==> config.mk <==
export PLATFORM = sky130hd
export DESIGN_NAME = csr_status_reg
export DESIGN_NICKNAME = d
export VERILOG_FILES = /design/src/common/csr_pkg.sv /design/src/common/csr_alu_if.sv /design/src/verilog/csr_status_reg.sv /design/src/verilog/csr_alu_flags.sv
export SDC_FILE = /design/constraint.sdc
export NUM_CORES = 1
export LEC_CHECK = 0
export ABC_AREA = 1
export BUFFER_PORTS_ARGS = -buffer_cell sky130_fd_sc_hd__clkbuf_2
export CORE_MARGIN = 4
export CORE_UTILIZATION = 29
export DETAILED_ROUTE_END_ITERATION = 8
export MAX_ROUTING_LAYER = met4
export PLACE_DENSITY = 0.6
export SLEW_MARGIN = 20
export SYNTH_ARGS = -nofsm -noshare
export SYNTH_HDL_FRONTEND = slang
export SYNTH_HIERARCHICAL = 1
export SYNTH_SLANG_ARGS = --single-unit
==> constraint.sdc <==
create_clock -name core_clk_in -period 3.78 [get_ports core_clk_in]
set_input_delay 0.378 -clock core_clk_in [delete_from_list [all_inputs] [get_ports core_clk_in]]
set_output_delay 0.378 -clock core_clk_in [all_outputs]
set_load 0.02 [all_outputs]
==> src/common/csr_pkg.sv <==
// Constants, types and state layout shared by the core status register files.
// Assumes one core clock domain; all event inputs come from core logic on that clock.
package csr_pkg;

  // ****************************************
  // Register map and field positions
  // ****************************************
  localparam logic [7:0] CSR_STATUS_ADDR = 8'h03;
  localparam int CSR_BIT_PIN_WAKE = 7;
  localparam int CSR_BIT_CMP_WAKE = 6;
  localparam int CSR_BIT_PAGE = 5;
  localparam int CSR_BIT_EXPIRY = 4;
  localparam int CSR_BIT_SLEEP = 3;
  localparam int CSR_BIT_ZERO = 2;
  localparam int CSR_BIT_NIBBLE = 1;
  localparam int CSR_BIT_CARRY = 0;
  // Unknown arithmetic flags come out of reset as zero
  localparam logic [7:0] CSR_STATUS_RESET = 8'h18;
  localparam logic [7:0] CSR_RESULT_RESET = 8'h00;

  // ****************************************
  // Program pages
  // ****************************************
  localparam int CSR_PAGE_SIZE = 512;
  localparam logic [9:0] CSR_PAGE_LOWER_BASE = 10'h000;
  localparam logic [9:0] CSR_PAGE_UPPER_BASE = 10'h200;

  // ****************************************
  // Types
  // ****************************************
  typedef enum logic [3:0] {
    CSR_OP_NONE, CSR_OP_ADD, CSR_OP_SUB, CSR_OP_RRF, CSR_OP_RLF,
    CSR_OP_AND, CSR_OP_IOR, CSR_OP_XOR, CSR_OP_PASS
  } csr_op_t;

  typedef enum logic [1:0] {
    CSR_CAUSE_OTHER, CSR_CAUSE_PIN, CSR_CAUSE_CMP
  } csr_wake_cause_t;

  typedef struct packed {
    logic pin_change_wake_flag;
    logic comparator_wake_flag;
    logic program_page_select;
    logic watchdog_expiry_flag;
    logic sleep_entered_flag;
    logic zero;
    logic nibble_overflow_bit;
    logic carry;
  } csr_state_t;

endpackage

==> src/common/csr_alu_if.sv <==
// Carries one ALU operation and its flag results between the status register
// and its flag unit; purely combinational, same clock domain.
`timescale 1ns/10ps
interface csr_alu_if;
  import csr_pkg::*;
  csr_op_t op;
  logic [7:0] operand_f;
  logic [7:0] operand_w;
  logic carry_in;
  logic [7:0] result;
  logic zero;
  logic nibble;
  logic carry;
  logic upd_zero;
  logic upd_nibble;
  logic upd_carry;

  modport alu (
    input op, operand_f, operand_w, carry_in,
    output result, zero, nibble, carry, upd_zero, upd_nibble, upd_carry
  );
  modport core (
    output op, operand_f, operand_w, carry_in,
    input result, zero, nibble, carry, upd_zero, upd_nibble, upd_carry
  );
endinterface

==> src/verilog/csr_status_reg.sv <==
// Core status register: wake causes, program page select, reset status and
// ALU flags. Assumes the instruction decoder, watchdog and sleep logic drive
// the event pulses on core_clk_in, one cycle each.
`timescale 1ns/10ps
module csr_status_reg
  import csr_pkg::*;
(
  input wire logic core_clk_in,
  input wire logic srst_in,
  input wire logic clk_en_in,
  input wire logic [7:0] file_addr_in,
  input wire logic file_wr_en_in,
  input wire logic [7:0] file_wr_data_in,
  input wire csr_op_t alu_op_in,
  input wire logic [7:0] alu_operand_f_in,
  input wire logic [7:0] alu_operand_w_in,
  input wire logic reset_event_in,
  input wire csr_wake_cause_t reset_cause_in,
  input wire logic watchdog_timeout_in,
  input wire logic watchdog_clear_instr_in,
  input wire logic sleep_instr_in,
  output logic [7:0] status_out,
  output logic [7:0] alu_result_out,
  output logic [9:0] page_base_out
);

  // ****************************************
  // Flag unit
  // ****************************************
  csr_alu_if alu_bus ();
  csr_state_t st_r;
  csr_state_t st_nxt;
  logic [7:0] result_r;
  logic wr_hit;

  assign alu_bus.op = alu_op_in;
  assign alu_bus.operand_f = alu_operand_f_in;
  assign alu_bus.operand_w = alu_operand_w_in;
  assign alu_bus.carry_in = st_r.carry;

  csr_alu_flags u_flags (
    .bus(alu_bus.alu)
  );

  assign wr_hit = file_wr_en_in && (file_addr_in == CSR_STATUS_ADDR);

  // ****************************************
  // Next state
  // ****************************************
  always_comb begin
    st_nxt = st_r;
    if (wr_hit) begin
      st_nxt.pin_change_wake_flag = file_wr_data_in[CSR_BIT_PIN_WAKE];
      st_nxt.comparator_wake_flag = file_wr_data_in[CSR_BIT_CMP_WAKE];
      st_nxt.program_page_select = file_wr_data_in[CSR_BIT_PAGE];
      // Only flags the instruction leaves alone take the write
      if (!alu_bus.upd_zero) begin
        st_nxt.zero = file_wr_data_in[CSR_BIT_ZERO];
      end
      if (!alu_bus.upd_nibble) begin
        st_nxt.nibble_overflow_bit = file_wr_data_in[CSR_BIT_NIBBLE];
      end
      if (!alu_bus.upd_carry) begin
        st_nxt.carry = file_wr_data_in[CSR_BIT_CARRY];
      end
      // Expiry and sleep flags are never written
    end
    if (alu_bus.upd_zero) begin
      st_nxt.zero = alu_bus.zero;
    end
    if (alu_bus.upd_nibble) begin
      st_nxt.nibble_overflow_bit = alu_bus.nibble;
    end
    if (alu_bus.upd_carry) begin
      st_nxt.carry = alu_bus.carry;
    end
    // Reset cause beats a software write in the same cycle
    if (reset_event_in) begin
      st_nxt.pin_change_wake_flag = (reset_cause_in == CSR_CAUSE_PIN);
      st_nxt.comparator_wake_flag = (reset_cause_in == CSR_CAUSE_CMP);
    end
    if (watchdog_clear_instr_in) begin
      st_nxt.watchdog_expiry_flag = 1'b1;
      st_nxt.sleep_entered_flag = 1'b1;
    end
    if (sleep_instr_in) begin
      st_nxt.watchdog_expiry_flag = 1'b1;
      st_nxt.sleep_entered_flag = 1'b0;
    end
    // A time-out is the last word so that it is never lost
    if (watchdog_timeout_in) begin
      st_nxt.watchdog_expiry_flag = 1'b0;
    end
  end

  // ****************************************
  // State register
  // ****************************************
  always_ff @(posedge core_clk_in) begin
    if (srst_in) begin
      st_r <= CSR_STATUS_RESET;
      result_r <= CSR_RESULT_RESET;
    end else if (clk_en_in) begin
      st_r <= st_nxt;
      result_r <= alu_bus.result;
    end
  end

  assign status_out = st_r;
  assign alu_result_out = result_r;
  // Page select is software's alone; used as scratch it redirects jumps
  assign page_base_out = st_r.program_page_select ? CSR_PAGE_UPPER_BASE
                                                  : CSR_PAGE_LOWER_BASE;

  // ****************************************
  // Checks
  // ****************************************
  logic [8:0] chk_add;
  logic [4:0] chk_add_low;
  logic [8:0] chk_sub;
  logic quiet;

  assign chk_add = {1'b0, alu_operand_f_in} + {1'b0, alu_operand_w_in};
  assign chk_add_low = {1'b0, alu_operand_f_in[3:0]} + {1'b0, alu_operand_w_in[3:0]};
  assign chk_sub = {1'b0, alu_operand_f_in} - {1'b0, alu_operand_w_in};
  assign quiet = !reset_event_in && !watchdog_timeout_in && !watchdog_clear_instr_in
                 && !sleep_instr_in;
endmodule

==> src/verilog/csr_alu_flags.sv <==
// Flag unit: computes result and arithmetic flags of one ALU operation.
// Assumes the status register supplies the current carry for rotates.
`timescale 1ns/10ps
module csr_alu_flags
  import csr_pkg::*;
(
  csr_alu_if.alu bus
);

  // ****************************************
  // Flag computation
  // ****************************************
  logic [8:0] wide;
  logic [4:0] low;

  always_comb begin
    wide = 9'h000;
    low = 5'h00;
    bus.result = bus.operand_f;
    bus.nibble = 1'b0;
    bus.carry = bus.carry_in;
    bus.upd_zero = 1'b0;
    bus.upd_nibble = 1'b0;
    bus.upd_carry = 1'b0;
    unique case (bus.op)
      CSR_OP_ADD: begin
        wide = {1'b0, bus.operand_f} + {1'b0, bus.operand_w};
        low = {1'b0, bus.operand_f[3:0]} + {1'b0, bus.operand_w[3:0]};
        bus.result = wide[7:0];
        bus.nibble = low[4];
        bus.carry = wide[8];
        bus.upd_zero = 1'b1;
        bus.upd_nibble = 1'b1;
        bus.upd_carry = 1'b1;
      end
      CSR_OP_SUB: begin
        // Two's complement add: carry out means no borrow
        wide = {1'b0, bus.operand_f} + {1'b0, ~bus.operand_w} + 9'h001;
        low = {1'b0, bus.operand_f[3:0]} + {1'b0, ~bus.operand_w[3:0]} + 5'h01;
        bus.result = wide[7:0];
        bus.nibble = low[4];
        bus.carry = wide[8];
        bus.upd_zero = 1'b1;
        bus.upd_nibble = 1'b1;
        bus.upd_carry = 1'b1;
      end
      CSR_OP_RRF: begin
        bus.result = {bus.carry_in, bus.operand_f[7:1]};
        bus.carry = bus.operand_f[0];
        bus.upd_carry = 1'b1;
      end
      CSR_OP_RLF: begin
        bus.result = {bus.operand_f[6:0], bus.carry_in};
        bus.carry = bus.operand_f[7];
        bus.upd_carry = 1'b1;
      end
      CSR_OP_AND: begin
        bus.result = bus.operand_f & bus.operand_w;
        bus.upd_zero = 1'b1;
      end
      CSR_OP_IOR: begin
        bus.result = bus.operand_f | bus.operand_w;
        bus.upd_zero = 1'b1;
      end
      CSR_OP_XOR: begin
        bus.result = bus.operand_f ^ bus.operand_w;
        bus.upd_zero = 1'b1;
      end
      CSR_OP_PASS: begin
        bus.upd_zero = 1'b1;
      end
      default: begin
        bus.result = bus.operand_f;
      end
    endcase
    bus.zero = (bus.result == 8'h00);
  end

endmodule

Word level (Yosys, flattened, before mapping)
Index checks and enable logic that the tools add are counted.
{"block": "word_totals", "wordCells": 69, "input_bits": 46, "register_bits": 16}
{"block": "classes", "add_sub_neg": 6, "mux": 19, "n_bitwise": 5, "eq_ne": 12, "n_reduce_logical": 18}
{"operator": "case mux 8 bit (7 select lines)", "n": 1}
{"operator": "adder 8 x 8 -> 9 bit", "n": 2}
{"operator": "== test 4 x 3 -> 1 bit (second input constant)", "n": 4}
{"operator": "AND reduction 2 bit", "n": 6}
{"operator": "adder 4 x 4 -> 5 bit", "n": 2}
{"operator": "two-way mux 1 bit", "n": 10}
{"operator": "two-way mux 10 bit", "n": 1}
{"operator": "nonzero test 2 bit", "n": 5}
{"operator": "adder 9 x 1 -> 9 bit (second input constant)", "n": 1}
{"operator": "AND 8 bit", "n": 1}
{"operator": "== test 4 x 2 -> 1 bit (second input constant)", "n": 2}
{"operator": "== test 8 x 2 -> 1 bit (second input constant)", "n": 1}
{"operator": "zero test 8 bit", "n": 1}
{"operator": "NOT 8 bit", "n": 1}
{"operator": "OR 8 bit", "n": 1}
{"operator": "bitwise XOR 8 bit", "n": 1}
{"operator": "two-way mux 2 bit", "n": 3}
{"operator": "two-way mux 3 bit", "n": 2}
{"operator": "OR reduction 6 bit", "n": 1}
{"operator": "adder 5 x 1 -> 5 bit (second input constant)", "n": 1}
{"operator": "!= test 5 x 1 -> 1 bit (second input constant)", "n": 1}
{"operator": "== test 4 x 1 -> 1 bit (second input constant)", "n": 1}
{"operator": "== test 4 bit (second input constant)", "n": 1}
{"operator": "NOT 4 bit", "n": 1}
{"operator": "9 further kinds", "n": 9}

Depth between registers and ports, before layout
{"block": "depth", "word_depth": 6, "depth_mapped": 18, "depth_no_buf": 17}

Cells and area by module
Netlist, hierarchy kept.
{"module": "csr_alu_flags", "area_per_inst_um2": 1562.7, "instances": 1, "cells_per_inst": 302, "seq_area_each_um2": 0.0}
{"module": "csr_status_reg", "area_per_inst_um2": 867.1, "instances": 1, "cells_per_inst": 123, "seq_area_each_um2": 320.3}

Worst setup path before layout
No wires, ideal clock.
{"block": "synth_path", "path_kind": "input to register", "from": "input port alu_operand_f_in[0]", "to": "register st_r (netlist bit status_out[2])", "setup_ns": 0.115, "path_stages": 15, "n_path_buf": 0, "arrival_time_ns": 2.083, "slack_ns": 1.582, "path_cell_list": "ha_1 inv_1 fa_1 nand3b_1 nand2_1 nand2_1 nand3_1 nand3_1 nand3_1 nor2_1 nand2_1 nor2_1 mux2_2 a21oi_1 nor2_1"}
{"block": "synth_via", "elab_chain_len": 5, "word_cells_on_any_way": 9, "classes_between": "add/sub: 3; mux: 2; bitwise: 3; reduce/logical: 1"}
{"item": "from (decl)", "line": "csr_status_reg.sv:15", "source": "input wire logic [7:0] alu_operand_f_in,"}
{"item": "adder 8 x 8 -> 9 bit", "line": "csr_alu_flags.sv:38", "source": "wide = {1'b0, bus.operand_f} + {1'b0, ~bus.operand_w} + 9'h001;"}
{"item": "adder 9 x 1 -> 9 bit", "line": "csr_alu_flags.sv:38"}
{"item": "case mux 8 bit (7 select lines) (*)", "line": "csr_alu_flags.sv:25", "source": "unique case (bus.op)"}
{"item": "zero test 8 bit (*)", "line": "csr_alu_flags.sv:76", "source": "bus.zero = (bus.result == 8'h00);"}
{"item": "named net alu_bus.zero", "line": "csr_alu_if.sv:11", "source": "logic zero;"}
{"item": "two-way mux 1 bit (*)", "line": "csr_status_reg.sv:68", "source": "if (alu_bus.upd_zero) begin"}
{"item": "to (signal assigned)", "line": "csr_status_reg.sv:104", "source": "st_r <= st_nxt;"}
{"item": "to (decl)", "line": "csr_status_reg.sv:31", "source": "csr_state_t st_r;"}
The timed path passes the listed nets; every way through them passes the cells marked *.
A chain may end at the register's enable or synchronous reset.

Worst setup path in the final report
Same ends and word-level chain as after synthesis.

==> results.md <==
- PD cells: 220.3 nW/um2
- Max transition margin: 66.23%
- HPWL after DPL: between 5000 and 6000 um
- Area leader, netlist: nand2_1
- Final Cell Area: 2823 um2
- DR pass1 iterations: 5
- Layout Nets: about 550
- Pre-CTS WS: 1055 ps
- Min-Delay Startpoint: srst_in
- I/O Pins: 72
- #FFs+latches synth: 16
- Height of the chip: 99.54 um
- Starting Density: 29.72%
- Final Hold Vio Count: 0
- Die width: ~100 um
- GR Util All Layers: 14.38%
- Hold/Removal Path Class: input port to flop
- Post-route minimum period: ~2500 ps
- Core Area: about 8200 um2
- Critical Path Start Type: input port
- Post-Synthesis Cell Area: 2430 um2
- WS Path Type: input port to flop
- # port buffers: 60
- Crit path arrival time: 2670 ps
- Inst Count DP: 580
- Synth cell types: 30
- Largest net degree at the start of global routing: 19
- Iter 0 DRT Violations: 144
- Gpl congestion: 0.9223
- Post-synthesis sequential area ratio: 13.18%
- Max_cap viols: 0
- Initial antenna violation count: 0
- Post-Layout Cell Count: about 600
- Status: completed
- Leak Pwr: 1.612 nW
- Final setup vio count: 0
- Synth area leaders: nand2_1 (18%), dfxtp_1 (13%), ha_1 (12%), inv_1 (10%), nand3_1 (9.7%)
- Num Clock Sinks: 16
- CP max FO: 4
- Post-synth EDFFs: 0
- Via count: 2770
- Commonest cells post-synth: nand2_1 (115), inv_1 (67), nor2_1 (59)
- Routed WL: 7079 um
- Synth Instances: 425
- TritonCTS Buffers: 3
- Clk buf depth: 2
- Reg2Reg Launch Point: alu_bus.carry_in
- Vias in the first global route: 2609
- YS warnings: 6
- Setup TNS: 0 ps
- P&R area growth vs syn: 16.17%
- CP endpoint kind: flop
- Cell with the most instances after synthesis: nand2_1
- CP required: ~4000 ps
- Worst Skew: approximately 2.6 ps
- Slew Viols, Final: 0
- Resize count post-CTS: 0
- Multi-input logic area: 1757 um2
- PnR worst setup slack: around 1300 ps
- Post-CTS Hold Fix Bufs: 0
- Filler Cells Inserted: 933
- Share of cells above drive strength 1: 18.16%
- Clk_lat worst skew: between 200 and 300 ps
- Period utilization: between 60% and 70%
- Post-CTS Setup Inserts: 0
- Maximum vdd drop: a little over 0.00009 V
- Antenna Nets Post-Route: 0
- Routed WL per cell: 12.12 um
- Rows: 33
- Die area: approximately 9900 um2
- Diodes inserted: 0
- CTS tree: done
- Syn Area/Cell: 5.717 um2
- Total grt overflow: 0
- CP Launch Point: alu_operand_f_in[0]
- Synth top area share: 17.77%
- Vias per cell: 4.743
- RSZ-0062 raised after global routing: no
- Root Buffer: clkbuf_8
- # H-tree levels: 1
- Asr flop ratio synth: 0%
- Fmax: 403.1 MHz
- Reg area: 320.3 um2
- Worst-Margin Slew: just over 500 ps
- Top_reg_cell synth: dfxtp_1
- First-pass GRT wire length: 11680 um
- # DRC: 0
- Clk pin slew, worst setup/hold paths: 60 ps
- Dpl cell area: 2768 um2
[metal layers]
| layer | vias to the layer above | track usage (%) | part of all wire (%) |
|---|---|---|---|
| met1 | 1242 | 19.02 | 45 |
| li1 | 1425 | - | - |
| met2 | 97 | 23.71 | 47 |
| met5 | - | - | 0 |
| met3 | 6 | 1.613 | 6.6 |
| met4 | 0 | 2.941 | 0.76 |
[critical path: stages]
cell      delay [ps]
clkbuf_2         140
ha_1             260
inv_1             80
fa_1             420
nand3b_1         220
nand2_1          170
nand2_1          100
nand2_1           90
nand2_1           50
nand3_1           70
nand3_1           70
nor2_1           130
nand2_1           70
nor2_1           130
mux2_2           160
a21oi_1           40
nor2_1            90
[cells by family (layout without fill, tap and decap cells)]
kind of cell | Yosys count | after routing | synth area share (%)
AND/OR/NAND/NOR | 252 | 252 | 46.14
flip-flops | 16 | 16 | 13.18
AO/OA/AOI/OAI | 38 | 38 | 8.651
multiplexers | 3 | 3 | 1.390
other | 1 | 9 | 0.1543
buffers and inverters | 87 | 133 | 15.76
XOR/XNOR | 2 | 2 | 0.7210
adder cells (fa/ha/maj) | 26 | 26 | 14.01
[layout make-up]
cell class / instances / share of cell area, %
repair buffers: 60 / 10.64
inverters: 69 / 9.176
well taps: 105 / 4.654
clock buffers: 4 / 1.950
multi-input cells: 330 / 62.23
flip-flops and latches: 16 / 11.35
[registers in the layout, summed over array words and instances (netlist names)]
| register | count |
|---|---|
| alu_bus.carry_in | 1 |
| alu_result_out | 8 |
| status_out | 7 |
[cells in the final DEF (no fill, tap or decap), drive strengths merged, types with 3 or more instances in the layout]
cell / netlist / final
inv: 69 / 69
a21oi: 12 / 12
clkbuf: 0 / 64
conb: 1 / 9
o21ai: 18 / 18
nand3: 48 / 48
ha: 24 / 24
mux2: 3 / 3
nand4: 10 / 10
nand2: 120 / 120
nor2: 71 / 71
dfxtp: 16 / 16
[power breakdown]
part	switching, mW	total (mW)	internal (mW)
logic	0.189	0.288	0.0984
registers	0.00612	0.187	0.180
clock network	0.0555	0.148	0.0923
total	0.251	0.622	0.371
[stage by stage]
stage,power (mW),util [%],hold WS [ps]
after floorplan,0.3957,-,447.1
final,0.6219,34.53,298.4
after global routing,0.6736,34.53,300.4
after CTS,0.6263,34.53,291.0
after detailed placement,0.4753,33.85,468.2
after global placement,0.4718,33.85,458.0
[final timing paths]
path	end	slack (ps)	depth (start not counted)
worst max register to register	status_out[2]	2200	12
worst min register to register	status_out[5]	470	2
worst min-delay path	status_out[5]	300	2
worst max-delay path	status_out[2]	1300	17
Power figures use the tool's default switching activity.
